--- src/design/bms_pkg.sv ---
// package for the boot mode selection sequencer
package bms_pkg;
    localparam logic [15:0] BMS_ROM_START      = 16'h0000;
    localparam logic [15:0] BMS_HOST_RAM_START = 16'h8800;
    localparam logic [15:0] BMS_SEL_WORD_ADDR  = 16'hFFFF;
    localparam logic [15:0] BMS_GLOBAL_LO      = 16'h8000;
    localparam logic [15:0] BMS_GLOBAL_HI      = 16'hFFFF;
    localparam logic [2:0]  BMS_WAIT_STATES    = 3'h7;
    // output_clock cycles held before sampling the interrupt flag
    localparam int          BMS_PROBE_CYCLES   = 10;
    // field positions of the low selection byte
    localparam int          BMS_KIND_LSB       = 0;
    localparam int          BMS_WIDTH_BIT      = 2;
    localparam int          BMS_IO_BIT         = 3;
    localparam int          BMS_PAGE_LSB       = 2;
    localparam int          BMS_PAGE_W         = 6;
    localparam logic [1:0]  BMS_KIND_SER_IO    = 2'h0;
    localparam logic [1:0]  BMS_KIND_EPROM8    = 2'h1;
    localparam logic [1:0]  BMS_KIND_EPROM16   = 2'h2;
    localparam logic [1:0]  BMS_KIND_WARM      = 2'h3;

    typedef enum logic [2:0] {
        BMS_MODE_NONE   = 3'h0,
        BMS_MODE_SERIAL = 3'h1,
        BMS_MODE_PIO    = 3'h2,
        BMS_MODE_EPROM  = 3'h3,
        BMS_MODE_WARM   = 3'h4,
        BMS_MODE_HOST   = 3'h5
    } bms_mode_e;

    typedef enum logic [6:0] {
        BMS_ST_IDLE  = 7'h01,
        BMS_ST_SETUP = 7'h02,
        BMS_ST_PROBE = 7'h04,
        BMS_ST_FETCH = 7'h08,
        BMS_ST_XFER  = 7'h10,
        BMS_ST_CLOSE = 7'h20,
        BMS_ST_DONE  = 7'h40
    } bms_state_e;
endpackage : bms_pkg

--- src/design/bms_boot_sequencer.sv ---
// boot mode selection sequencer with avalon-mm status port
//
// The implementer's own choices: the Avalon-MM interface to the registers and the address map.
`timescale 1ns/1ps
`default_nettype none

// How it works
// - memory mode pin low at reset: program counter starts at rom 0000h.
// - global interrupt mask set before any boot transfer.
// - block zero into program space, single-access ram mapped, overlay off.
// - seven wait states on all external accesses during boot.
// - global data window 8000h-FFFFh enabled at boot start.
// - global window disabled on the same edge that asserts the jump to the destination.
// - selection word read at FFFFh with bus request and data strobe low.
// - only the low byte of the selection word is decoded.
// - kind 00: bits 3:2 pick serial 8/16 or parallel io 8/16.
// - kind 01/10: eprom 8/16 boot, bits 7:2 give source page.
// - kind 11: warm boot, bits 7:2 give the jump page.
// - host probe: interrupt out low, wait 10 output clocks, sample flag.
// - flag set: jump to host ram at 8800h.
// - flag clear: fetch and decode the selection word.
// - low level on external interrupt three sets the flag bit.
// - shared access mode bit held at 1 throughout boot.
// - host interrupt stays low until host writes the control register.
module bms_boot_sequencer #(
    parameter int CLK_PER_OUT = 2
) (
    input  wire logic                     mclk_i,
    input  wire logic                     rst_n_i,
    input  wire logic                     memory_mode_select_pin_i,
    input  wire logic                     external_interrupt_three_n_i,
    input  wire logic                     host_ctrl_write_i,
    input  wire logic [15:0]              mem_rdata_i,
    input  wire logic                     mem_ready_i,
    input  wire logic                     xfer_done_i,
    output logic                          bus_request_n_o,
    output logic                          data_strobe_n_o,
    output logic [15:0]                   mem_addr_o,
    output logic                          host_interrupt_out_n_o,
    output logic                          global_interrupt_mask_o,
    output logic                          block_zero_program_map_o,
    output logic                          single_ram_program_map_o,
    output logic                          data_overlay_enable_o,
    output logic [2:0]                    wait_states_o,
    output logic                          global_window_enable_o,
    output logic                          shared_access_mode_bit_o,
    output logic                          xfer_start_o,
    output bms_pkg::bms_mode_e            xfer_mode_o,
    output logic                          xfer_wide_o,
    output logic [bms_pkg::BMS_PAGE_W-1:0] source_page_field_o,
    output logic                          jump_o,
    output logic [15:0]                   jump_addr_o,
    output logic                          boot_busy_o,
    input  wire logic [1:0]               avs_address_i,
    input  wire logic                     avs_read_i,
    input  wire logic                     avs_write_i,
    input  wire logic [31:0]              avs_writedata_i,
    output logic [31:0]                   avs_readdata_o,
    output logic                          avs_waitrequest_o
);
    import bms_pkg::*;

    localparam logic [1:0] REG_STATUS  = 2'h0;
    localparam logic [1:0] REG_CONTROL = 2'h1;
    localparam logic [1:0] REG_SELWORD = 2'h2;

    bms_state_e state_r;
    logic [7:0] div_r;
    logic [7:0] probe_r;
    logic       iflag_r;
    logic       start_req_r;
    logic       rom_boot_r;
    logic [7:0] sel_r;
    logic       ack_r;

    // output clock tick from the core clock divider
    wire out_tick = (div_r == 8'(CLK_PER_OUT - 1));

    always_ff @(posedge mclk_i) begin
        if (!rst_n_i || out_tick) begin
            div_r <= 8'h00;
        end else begin
            div_r <= div_r + 8'h01;
        end
    end

    // memory mode pin sampled once after reset release
    always_ff @(posedge mclk_i) begin
        if (!rst_n_i) begin
            start_req_r <= 1'b1;
            rom_boot_r  <= 1'b0;
        end else if (start_req_r) begin
            start_req_r <= 1'b0;
            rom_boot_r  <= !memory_mode_select_pin_i;
        end
    end

    // interrupt flag; set by a low external interrupt three, cleared only by reset
    always_ff @(posedge mclk_i) begin
        if (!rst_n_i) begin
            iflag_r <= 1'b0;
        end else if (!external_interrupt_three_n_i) begin
            iflag_r <= 1'b1;
        end
    end

    always_ff @(posedge mclk_i) begin
        if (!rst_n_i) begin
            state_r <= BMS_ST_IDLE;
            probe_r <= 8'h00;
        end else begin
            case (state_r)
                BMS_ST_IDLE: begin
                    if (!start_req_r && rom_boot_r) begin
                        state_r <= BMS_ST_SETUP;
                    end
                end
                BMS_ST_SETUP: begin
                    probe_r <= 8'h00;
                    state_r <= BMS_ST_PROBE;
                end
                BMS_ST_PROBE: begin
                    if (probe_r == 8'(BMS_PROBE_CYCLES)) begin
                        state_r <= iflag_r ? BMS_ST_CLOSE : BMS_ST_FETCH;
                    end else if (out_tick) begin
                        probe_r <= probe_r + 8'h01;
                    end
                end
                BMS_ST_FETCH: begin
                    if (mem_ready_i) begin
                        state_r <= (mem_rdata_i[1:0] == BMS_KIND_WARM) ? BMS_ST_CLOSE : BMS_ST_XFER;
                    end
                end
                BMS_ST_XFER: begin
                    if (xfer_done_i) begin
                        state_r <= BMS_ST_CLOSE;
                    end
                end
                BMS_ST_CLOSE: state_r <= BMS_ST_DONE;
                BMS_ST_DONE:  state_r <= BMS_ST_DONE;
                default:      state_r <= BMS_ST_IDLE;
            endcase
        end
    end

    // selection word and decode
    always_ff @(posedge mclk_i) begin
        if (!rst_n_i) begin
            sel_r               <= 8'h00;
            xfer_mode_o         <= BMS_MODE_NONE;
            xfer_wide_o         <= 1'b0;
            source_page_field_o <= '0;
        end else if (state_r == BMS_ST_PROBE && probe_r == 8'(BMS_PROBE_CYCLES) && iflag_r) begin
            xfer_mode_o <= BMS_MODE_HOST;
        end else if (state_r == BMS_ST_FETCH && mem_ready_i) begin
            sel_r               <= mem_rdata_i[7:0];
            source_page_field_o <= mem_rdata_i[BMS_PAGE_LSB +: BMS_PAGE_W];
            case (mem_rdata_i[BMS_KIND_LSB +: 2])
                BMS_KIND_SER_IO: begin
                    xfer_mode_o <= mem_rdata_i[BMS_IO_BIT] ? BMS_MODE_PIO : BMS_MODE_SERIAL;
                    xfer_wide_o <= mem_rdata_i[BMS_WIDTH_BIT];
                end
                BMS_KIND_EPROM8: begin
                    xfer_mode_o <= BMS_MODE_EPROM;
                    xfer_wide_o <= 1'b0;
                end
                BMS_KIND_EPROM16: begin
                    xfer_mode_o <= BMS_MODE_EPROM;
                    xfer_wide_o <= 1'b1;
                end
                default: begin
                    xfer_mode_o <= BMS_MODE_WARM;
                    xfer_wide_o <= 1'b0;
                end
            endcase
        end
    end

    always_ff @(posedge mclk_i) begin
        if (!rst_n_i) begin
            xfer_start_o <= 1'b0;
        end else begin
            xfer_start_o <= state_r == BMS_ST_FETCH && mem_ready_i && mem_rdata_i[1:0] != BMS_KIND_WARM;
        end
    end

    // global read of the selection word
    always_ff @(posedge mclk_i) begin
        if (!rst_n_i) begin
            bus_request_n_o <= 1'b1;
            data_strobe_n_o <= 1'b1;
            mem_addr_o      <= BMS_ROM_START;
        end else if (state_r == BMS_ST_PROBE && probe_r == 8'(BMS_PROBE_CYCLES) && !iflag_r) begin
            bus_request_n_o <= 1'b0;
            data_strobe_n_o <= 1'b0;
            mem_addr_o      <= BMS_SEL_WORD_ADDR;
        end else if (state_r == BMS_ST_FETCH && mem_ready_i) begin
            bus_request_n_o <= 1'b1;
            data_strobe_n_o <= 1'b1;
        end
    end

    // host interrupt; released only by a host control write
    always_ff @(posedge mclk_i) begin
        if (!rst_n_i) begin
            host_interrupt_out_n_o <= 1'b1;
        end else if (state_r == BMS_ST_SETUP) begin
            host_interrupt_out_n_o <= 1'b0;
        end else if (host_ctrl_write_i) begin
            host_interrupt_out_n_o <= 1'b1;
        end
    end

    // core configuration for the boot
    always_ff @(posedge mclk_i) begin
        if (!rst_n_i) begin
            global_interrupt_mask_o  <= 1'b0;
            block_zero_program_map_o <= 1'b0;
            single_ram_program_map_o <= 1'b0;
            data_overlay_enable_o    <= 1'b0;
            wait_states_o            <= 3'h0;
            global_window_enable_o   <= 1'b0;
            shared_access_mode_bit_o <= 1'b0;
        end else if (state_r == BMS_ST_SETUP) begin
            global_interrupt_mask_o  <= 1'b1;
            block_zero_program_map_o <= 1'b1;
            single_ram_program_map_o <= 1'b1;
            data_overlay_enable_o    <= 1'b0;
            wait_states_o            <= BMS_WAIT_STATES;
            global_window_enable_o   <= 1'b1;
            shared_access_mode_bit_o <= 1'b1;
        end else if (state_r == BMS_ST_CLOSE) begin
            global_window_enable_o   <= 1'b0;
        end
    end

    // jump asserted on the same edge that closes the window
    always_ff @(posedge mclk_i) begin
        if (!rst_n_i) begin
            jump_o      <= 1'b0;
            jump_addr_o <= BMS_ROM_START;
            boot_busy_o <= 1'b0;
        end else begin
            jump_o      <= state_r == BMS_ST_CLOSE;
            boot_busy_o <= state_r != BMS_ST_IDLE && state_r != BMS_ST_DONE;
            if (state_r == BMS_ST_CLOSE) begin
                jump_addr_o <= (xfer_mode_o == BMS_MODE_HOST) ? BMS_HOST_RAM_START
                             : {source_page_field_o, 10'h000};
            end
        end
    end

    // avalon slave: one wait cycle per access
    always_ff @(posedge mclk_i) begin
        if (!rst_n_i) begin
            ack_r          <= 1'b0;
            avs_readdata_o <= 32'h0000_0000;
        end else begin
            ack_r <= (avs_read_i || avs_write_i) && !ack_r;
            if (avs_read_i && !ack_r) begin
                if (avs_address_i == REG_STATUS) begin
                    avs_readdata_o <= {17'h00000, state_r, iflag_r, host_interrupt_out_n_o,
                                       global_window_enable_o, boot_busy_o, rom_boot_r, xfer_mode_o};
                end else if (avs_address_i == REG_CONTROL) begin
                    avs_readdata_o <= {29'h0, wait_states_o};
                end else if (avs_address_i == REG_SELWORD) begin
                    avs_readdata_o <= {24'h000000, sel_r};
                end else begin
                    avs_readdata_o <= 32'h0000_0000;
                end
            end
        end
    end

    assign avs_waitrequest_o = (avs_read_i || avs_write_i) && !ack_r;
endmodule : bms_boot_sequencer

`default_nettype wire

--- config.mk ---
export PLATFORM = sky130hd
export DESIGN_NAME = bms_boot_sequencer
export DESIGN_NICKNAME = d
export VERILOG_FILES = /design/src/design/bms_pkg.sv /design/src/design/bms_boot_sequencer.sv
export SDC_FILE = /design/constraint.sdc
export NUM_CORES = 1
export LEC_CHECK = 0
export BUFFER_PORTS_ARGS = -buffer_cell sky130_fd_sc_hd__buf_2
export CAP_MARGIN = 20
export CORE_ASPECT_RATIO = 0.9
export CORE_MARGIN = 2
export CORE_UTILIZATION = 45
export CTS_BUF_LIST = sky130_fd_sc_hd__clkbuf_8
export CTS_CLUSTER_SIZE = 14
export DETAILED_ROUTE_END_ITERATION = 12
export PLACE_DENSITY = 0.87
export SYNTH_ARGS = -nofsm -noshare
export SYNTH_HDL_FRONTEND = slang
export SYNTH_SLANG_ARGS = --single-unit
--- constraint.sdc ---
create_clock -name mclk_i -period 2.1 [get_ports mclk_i]
set_input_delay 0.21 -clock mclk_i [delete_from_list [all_inputs] [get_ports mclk_i]]
set_output_delay 0.21 -clock mclk_i [all_outputs]
set_load 0.01 [all_outputs]
==> results.toml, run 1 <==
[status]
status = "finished, final reports clean"

[cells_and_area]
syn2layout_area_growth_pct = 13.6
drive_above_1_share_pct = 28.0
fill_cells = 659
diodes = 0
num-nets-final = 515

[synthesis]
yosys-top-cells-area = "dfxtp_1 39%, buf_4 12%, nor2_1 5.1%, mux2i_1 4.1%, a22oi_1 2.6%"
synth_compound_area_share_pct = 11.5
synth_cell_types = 56
ys_warn_count = 0
synth_top_family_by_area = "simple AND/OR/NAND/NOR gates"
yosysTopAreaCell = "dfxtp_1"
synth_area_um2 = 3450
synth-edff-count = 0
yosys.area_share.xor_xnor_pct = 2.54
synth_top_area_share_pct = 39.5
ys.flop_type = "dfxtp_1"
synthAdderAreaFrac_pct = 2.54
synth_cells = 389
synthMuxAreaShare_pct = 5.80
yosys.area_share.simple_pct = 21.9
avgSynthCellArea_um2 = 8.87
ys_top_cells_by_count = "68 x dfxtp_1, 57 x buf_4, 47 x nor2_1, 19 x nand2_1, 17 x a21oi_1"
synth_seq_cells = 68
synthArstFlopShare_pct = 0
synthMostInstantiatedCell = "dfxtp_1"
ys_seq_area_share_pct = 39.5

[placed_design]
hpwl_mm = 5.51
io_buffers = 80
gp_congestion = 0.915

[hold_path]
hold_class = "in -> reg"

[sta]
min_period_over_period_pct = 96.3
timing.hold.ws_ps = 51.4
fmax_mhz = 494
worst-slew-pin-transition_ps = 815
maxSlewHeadroom_pct = 45.7
skew_ps = 10.7
drv_slew = 0
setup_viol = 0
grt_setup_unrepaired = "no"
tns_ps = 0
min_period_ps = 2020
hold_viol = 0

[cts]
cts_inserted_buffers = 9
cts_buffer_depth = 2
cts_tree = "yes"
clockRootBuffer = "clkbuf_8"
clk_pin_slew_ps = 70
clock_latency_ps = 350
cts.sinks = 68
post-cts-setup-buffers = 0
htree_levels = 3

[worst_setup_path]
worstSetupStartpoint = "state_r[6]"
rr_worst_depth = 5
rr_endpoint = "probe_r[1]"
crit_buf_inv = 1
crit_arrival_ps = 2290
r2r_setup_slack_ps = 80
crit_fanout = 14
slowest_stage = "or4_4"
cp-endpoint = "probe_r[1]"
crit_path_start_kind = "flop"
end_kind = "flop"
critPathKind = "reg -> reg"
critPathMaxStageDelay_ps = 580
path_depth = 5
critPathRequiredTime_ps = 2370
r2r-start = "state_r[6]"
path_cells = "or4_4, nand3b_1, buf_4, or4_1, a21oi_1"
critical_path.top_delay_family = "simple AND/OR/NAND/NOR gates"

[floorplanning]
rows = 30
start_util_pct = 46.2
die_area_um2 = 8380
die_w_um = 96.3
die_h_um = 87.1
core_um2 = 7470
ios = 149

[route]
routed_wl_mm = 7.70
drtAntennaViolNets = 0
wl_per_cell_um = 14.0
drtIter0Drc = 166
drt_pass1_iterations = 4
routed_via_density = 5.27
vias = 2897
drc = 0

[pwr]
vdd_drop_max_mv = 0.345
clkPwrFrac_pct = 39.2
p_int_w = 0.00224
p_leak_nw = 1.73
power_density_nw_per_um2 = 782
p_seq_share_pct = 45.0
combPwrFrac_pct = 15.8
p_total_w = 0.00307
swShare_pct = 27.1
p_switching_w = 0.000830

[global_route]
grt-ovfl-total = 0
grt_pass1_vias = 2510
grt_max_degree = 43
grt_pass1_wl_mm = 11.7
grt_use_total_pct = 17.9
antenna_found_initial = 0

[flow_run]
max_cap_viol_count = 0
## placed cells by master (no fill, tap or decap), types with 12 or more instances in the layout
cell      count
a21oi_1      17
a22oi_1      12
buf_2        80
buf_4        16
conb_1       28
dfxtp_1      67
mux2i_1      14
nand2_1      19
nand2b_1     12
nand3_1      12
nor2_1       47
## metal layers
layer / wire length, µm / up-vias / GRT usage (%)
met2: 3710 / 122 / 28.3
met5: 0 / - / 0
met4: 112 / 0 / 5.12
met3: 577 / 12 / 5.80
li1: - / 1391 / -
met1: 3300 / 1372 / 23.5
## state kept, by name, indices dropped and copies added (netlist names)
register / count
mem_addr_o: 1
probe_r: 8
xfer_wide_o: 1
boot_busy_o: 1
jump_o: 1
iflag_r: 1
rom_boot_r: 1
state_r: 7
xfer_start_o: 1
start_req_r: 1
data_strobe_n_o: 1
sel_r: 2
host_interrupt_out_n_o: 1
ack_r: 1
avs_readdata_o: 15
source_page_field_o: 6
jump_addr_o: 6
div_r: 8
shared_access_mode_bit_o: 1
global_window_enable_o: 1
xfer_mode_o: 3
## kinds of logic after synthesis
family | after synthesis
and+or+nand+nor | 141
buffers and inverters | 85
DFF | 68
AOI/OAI and AO/OA | 58
muxes | 19
xor gates and xnor gates | 10
adders and majority gates | 7
other | 1
## what timing repair did
action	4_1_cts	5_1_grt
resized for setup	0	6
endpoints found under the setup margin	0	8
hold buffers	0	0
## worst min-delay path by stage
stage,from,end,slack [ps],depth (start not counted)
final,memory_mode_select_pin_i,rom_boot_r,50,2
after global routing,memory_mode_select_pin_i,rom_boot_r,30,2
after CTS,memory_mode_select_pin_i,rom_boot_r,40,2
after detailed placement,memory_mode_select_pin_i,rom_boot_r,400,2
after global placement,memory_mode_select_pin_i,rom_boot_r,400,2
after floorplan,external_interrupt_three_n_i,iflag_r,310,1
## metrics by stage
step / area [µm²] / util (%) / instances / worst slack [ps]
after global routing: 3920 / 52.5 / 550 / 24.9
after detailed placement: 3670 / 49.2 / 534 / 23.5
final: 3920 / 52.5 / 550 / 77.4
after CTS: 3900 / 52.2 / 550 / 5.31
after global placement: 3670 / 49.2 / 534 / 140
after floorplan: 3550 / - / 416 / 9.92
## power groups by stage
stage / clock network [W] / logic [W] / registers, W
after CTS: 0.00122 / 0.000475 / 0.00138
after global routing: 0.00128 / 0.000543 / 0.00138
after global placement: 0 / 0.000457 / 0.00140
after floorplan: 0 / 0.000363 / 0.00142
after detailed placement: 0 / 0.000472 / 0.00141
final: 0.00120 / 0.000486 / 0.00138
## final cells by class
| type | count | area, µm² | area share (%) |
|---|---|---|---|
| Multi-Input combinational cell | 263 | 1650 | 42.1 |
| Tap cell | 96 | 120 | 3.07 |
| Clock inverter | 6 | 86.3 | 2.20 |
| Inverter | 11 | 41.3 | 1.05 |
| Sequential cell | 68 | 1360 | 34.8 |
| Clock buffer | 10 | 138 | 3.51 |
| Timing Repair Buffer | 96 | 520 | 13.3 |
No activity file was read; power rests on OpenSTA's default activity.
==> run 2, diff against run 1 <==
--- a/config.mk
+++ b/config.mk
@@ -9,11 +9,13 @@
 export CAP_MARGIN = 20
 export CORE_ASPECT_RATIO = 0.9
 export CORE_MARGIN = 2
-export CORE_UTILIZATION = 45
+export CORE_UTILIZATION = 25
 export CTS_BUF_LIST = sky130_fd_sc_hd__clkbuf_8
 export CTS_CLUSTER_SIZE = 14
 export DETAILED_ROUTE_END_ITERATION = 12
-export PLACE_DENSITY = 0.87
+export GPL_TIMING_DRIVEN = 0
+export PLACE_DENSITY = 0.57
+export REMOVE_ABC_BUFFERS = 1
 export SYNTH_ARGS = -nofsm -noshare
 export SYNTH_HDL_FRONTEND = slang
 export SYNTH_SLANG_ARGS = --single-unit
==> results.toml, run 2 (synthesis gave the netlist of run 1 again) <==
[sta]
min_period_ps = 2040
setup_viol = 0
drv_slew = 0
skew_ps = 12.4
fmax_mhz = 490
maxSlewHeadroom_pct = 52.6
min_period_over_period_pct = 97.2
grt_setup_unrepaired = "yes"
worst-slew-pin-transition_ps = 710
hold_viol = 0

[route]
wl_per_cell_um = 12.8
vias = 2786
drt_pass1_iterations = 4
drtAntennaViolNets = 0
routed_wl_mm = 7.95
drc = 0
drtIter0Drc = 109
routed_via_density = 4.49

[status]
status = "finished, final reports clean"

[cts]
cts_tree = "yes"
clk_pin_slew_ps = 90
cts.sinks = 68
htree_levels = 3
clockRootBuffer = "clkbuf_8"
clock_latency_ps = 350
cts_hold_buf = 0
cts_buffer_depth = 2
cts_inserted_buffers = 9

[cells_and_area]
multi_input_area_um2 = 1690
post-route-util_pct = 30.3
top_register = "avs_readdata_o"
layout_common_cells = "81 x buf_2, 63 x dfxtp_1, 47 x nor2_1, 28 x conb_1, 19 x nand2_1"
syn2layout_area_growth_pct = 17.7
largest_reg_flops = 15
final_area_um2 = 4060
largest_registers = "avs_readdata_o (15), div_r (8), probe_r (8)"
seqCellArea_um2 = 1370
drive_above_1_share_pct = 29.8
num-nets-final = 514
fill_cells = 1409
layout_commonest_cell = "buf_2"
diodes = 0

[floorplanning]
core_um2 = 13400
ios = 149
die_h_um = 115
start_util_pct = 25.7
rows = 40
die_area_um2 = 14800
die_w_um = 128

[hold_path]
hold_class = "in -> reg"
min_path_cells = 2

[worst_setup_path]
rr_endpoint = "probe_r[1]"
worstSetupStartpoint = "state_r[4]"
cp-endpoint = "probe_r[1]"
critPathKind = "reg -> reg"
crit_fanout = 7
critPathRequiredTime_ps = 2370
r2r-start = "state_r[4]"
rr_worst_depth = 5
crit_arrival_ps = 2310
crit_path_start_kind = "flop"
end_kind = "flop"
r2r_setup_slack_ps = 60

[global_route]
antenna_found_initial = 0
grt_max_degree = 25
grt-ovfl-total = 0
grt_pass1_wl_mm = 12.3
grt_use_total_pct = 10.5
grt_pass1_vias = 2428

[placed_design]
hpwl_mm = 5.82
io_buffers = 80
placed_cell_area_um2 = 3700
gp_congestion = 0.857

[flow_run]
max_cap_viol_count = 0

[pwr]
vdd_drop_max_mv = 0.334
p_leak_nw = 1.73
power_density_nw_per_um2 = 734
==> run 2: power by group <==
| part | total [W] | switching, W | internal [W] | leakage, nW |
|---|---|---|---|---|
| sequential | 0.00142 | 0.0000796 | 0.00134 | 0.554 |
| clock | 0.00114 | 0.000569 | 0.000569 | 0.0988 |
| combinational | 0.000424 | 0.000249 | 0.000175 | 1.08 |
| total | 0.00298 | 0.000898 | 0.00208 | 1.73 |
==> run 2: worst min-delay path by stage <==
stage	from	end	slack, ps
3_3_place_gp	external_interrupt_three_n_i	iflag_r	410
5_1_grt	external_interrupt_three_n_i	iflag_r	40
6_report	external_interrupt_three_n_i	iflag_r	50
3_5_place_dp	external_interrupt_three_n_i	iflag_r	410
4_1_cts	external_interrupt_three_n_i	iflag_r	30
2_1_floorplan	rst_n_i	host_interrupt_out_n_o	270
==> run 2: final cells by class <==
class	instances	area share (%)
clock inverter	7	2.03
timing repair buffer	95	13.3
clock buffer	9	3.05
tap	168	5.18
sequential	68	33.8
inverter	11	1.05
multi-input combinational	263	41.5
==> run 2: what timing repair did <==
item,CTS,global route
hold endpoints to repair,0,0
pin swaps,1,2
gates cloned,0,1
setup endpoints to repair,24,28
buffers inserted,6,5
gates resized for setup,3,16
==> run 2: layer usage <==
metal	GRT usage [%]	routed length (µm)	vias up
met1	13.1	3550	1290
met3	3.60	575	2
met2	17.4	3790	104
met5	0	0	-
met4	3.08	30	0
li1	-	-	1390
==> run 2: per-stage QoR <==
stage / hold WS (ps) / total power (W) / worst slack, ps / instances / setup TNS (ps)
global placement: 411 / 0.00185 / -922 / 590 / -20160
floorplan: 272 / 0.00171 / -246 / 342 / -1240
global route: 43.5 / 0.00313 / -37.9 / 621 / -75.5
finish: 53.6 / 0.00298 / 58.3 / 621 / 0
CTS: 33.9 / 0.00300 / 4.90 / 615 / 0
detailed placement: 412 / 0.00186 / -397 / 593 / -4550
==> run 2: worst max-delay path: stages, from the launching register on <==
cell      delay (ps)
dfxtp_4          370
or4_4            580
nand3b_1         240
buf_6            170
or4_1            470
a21oi_1          130
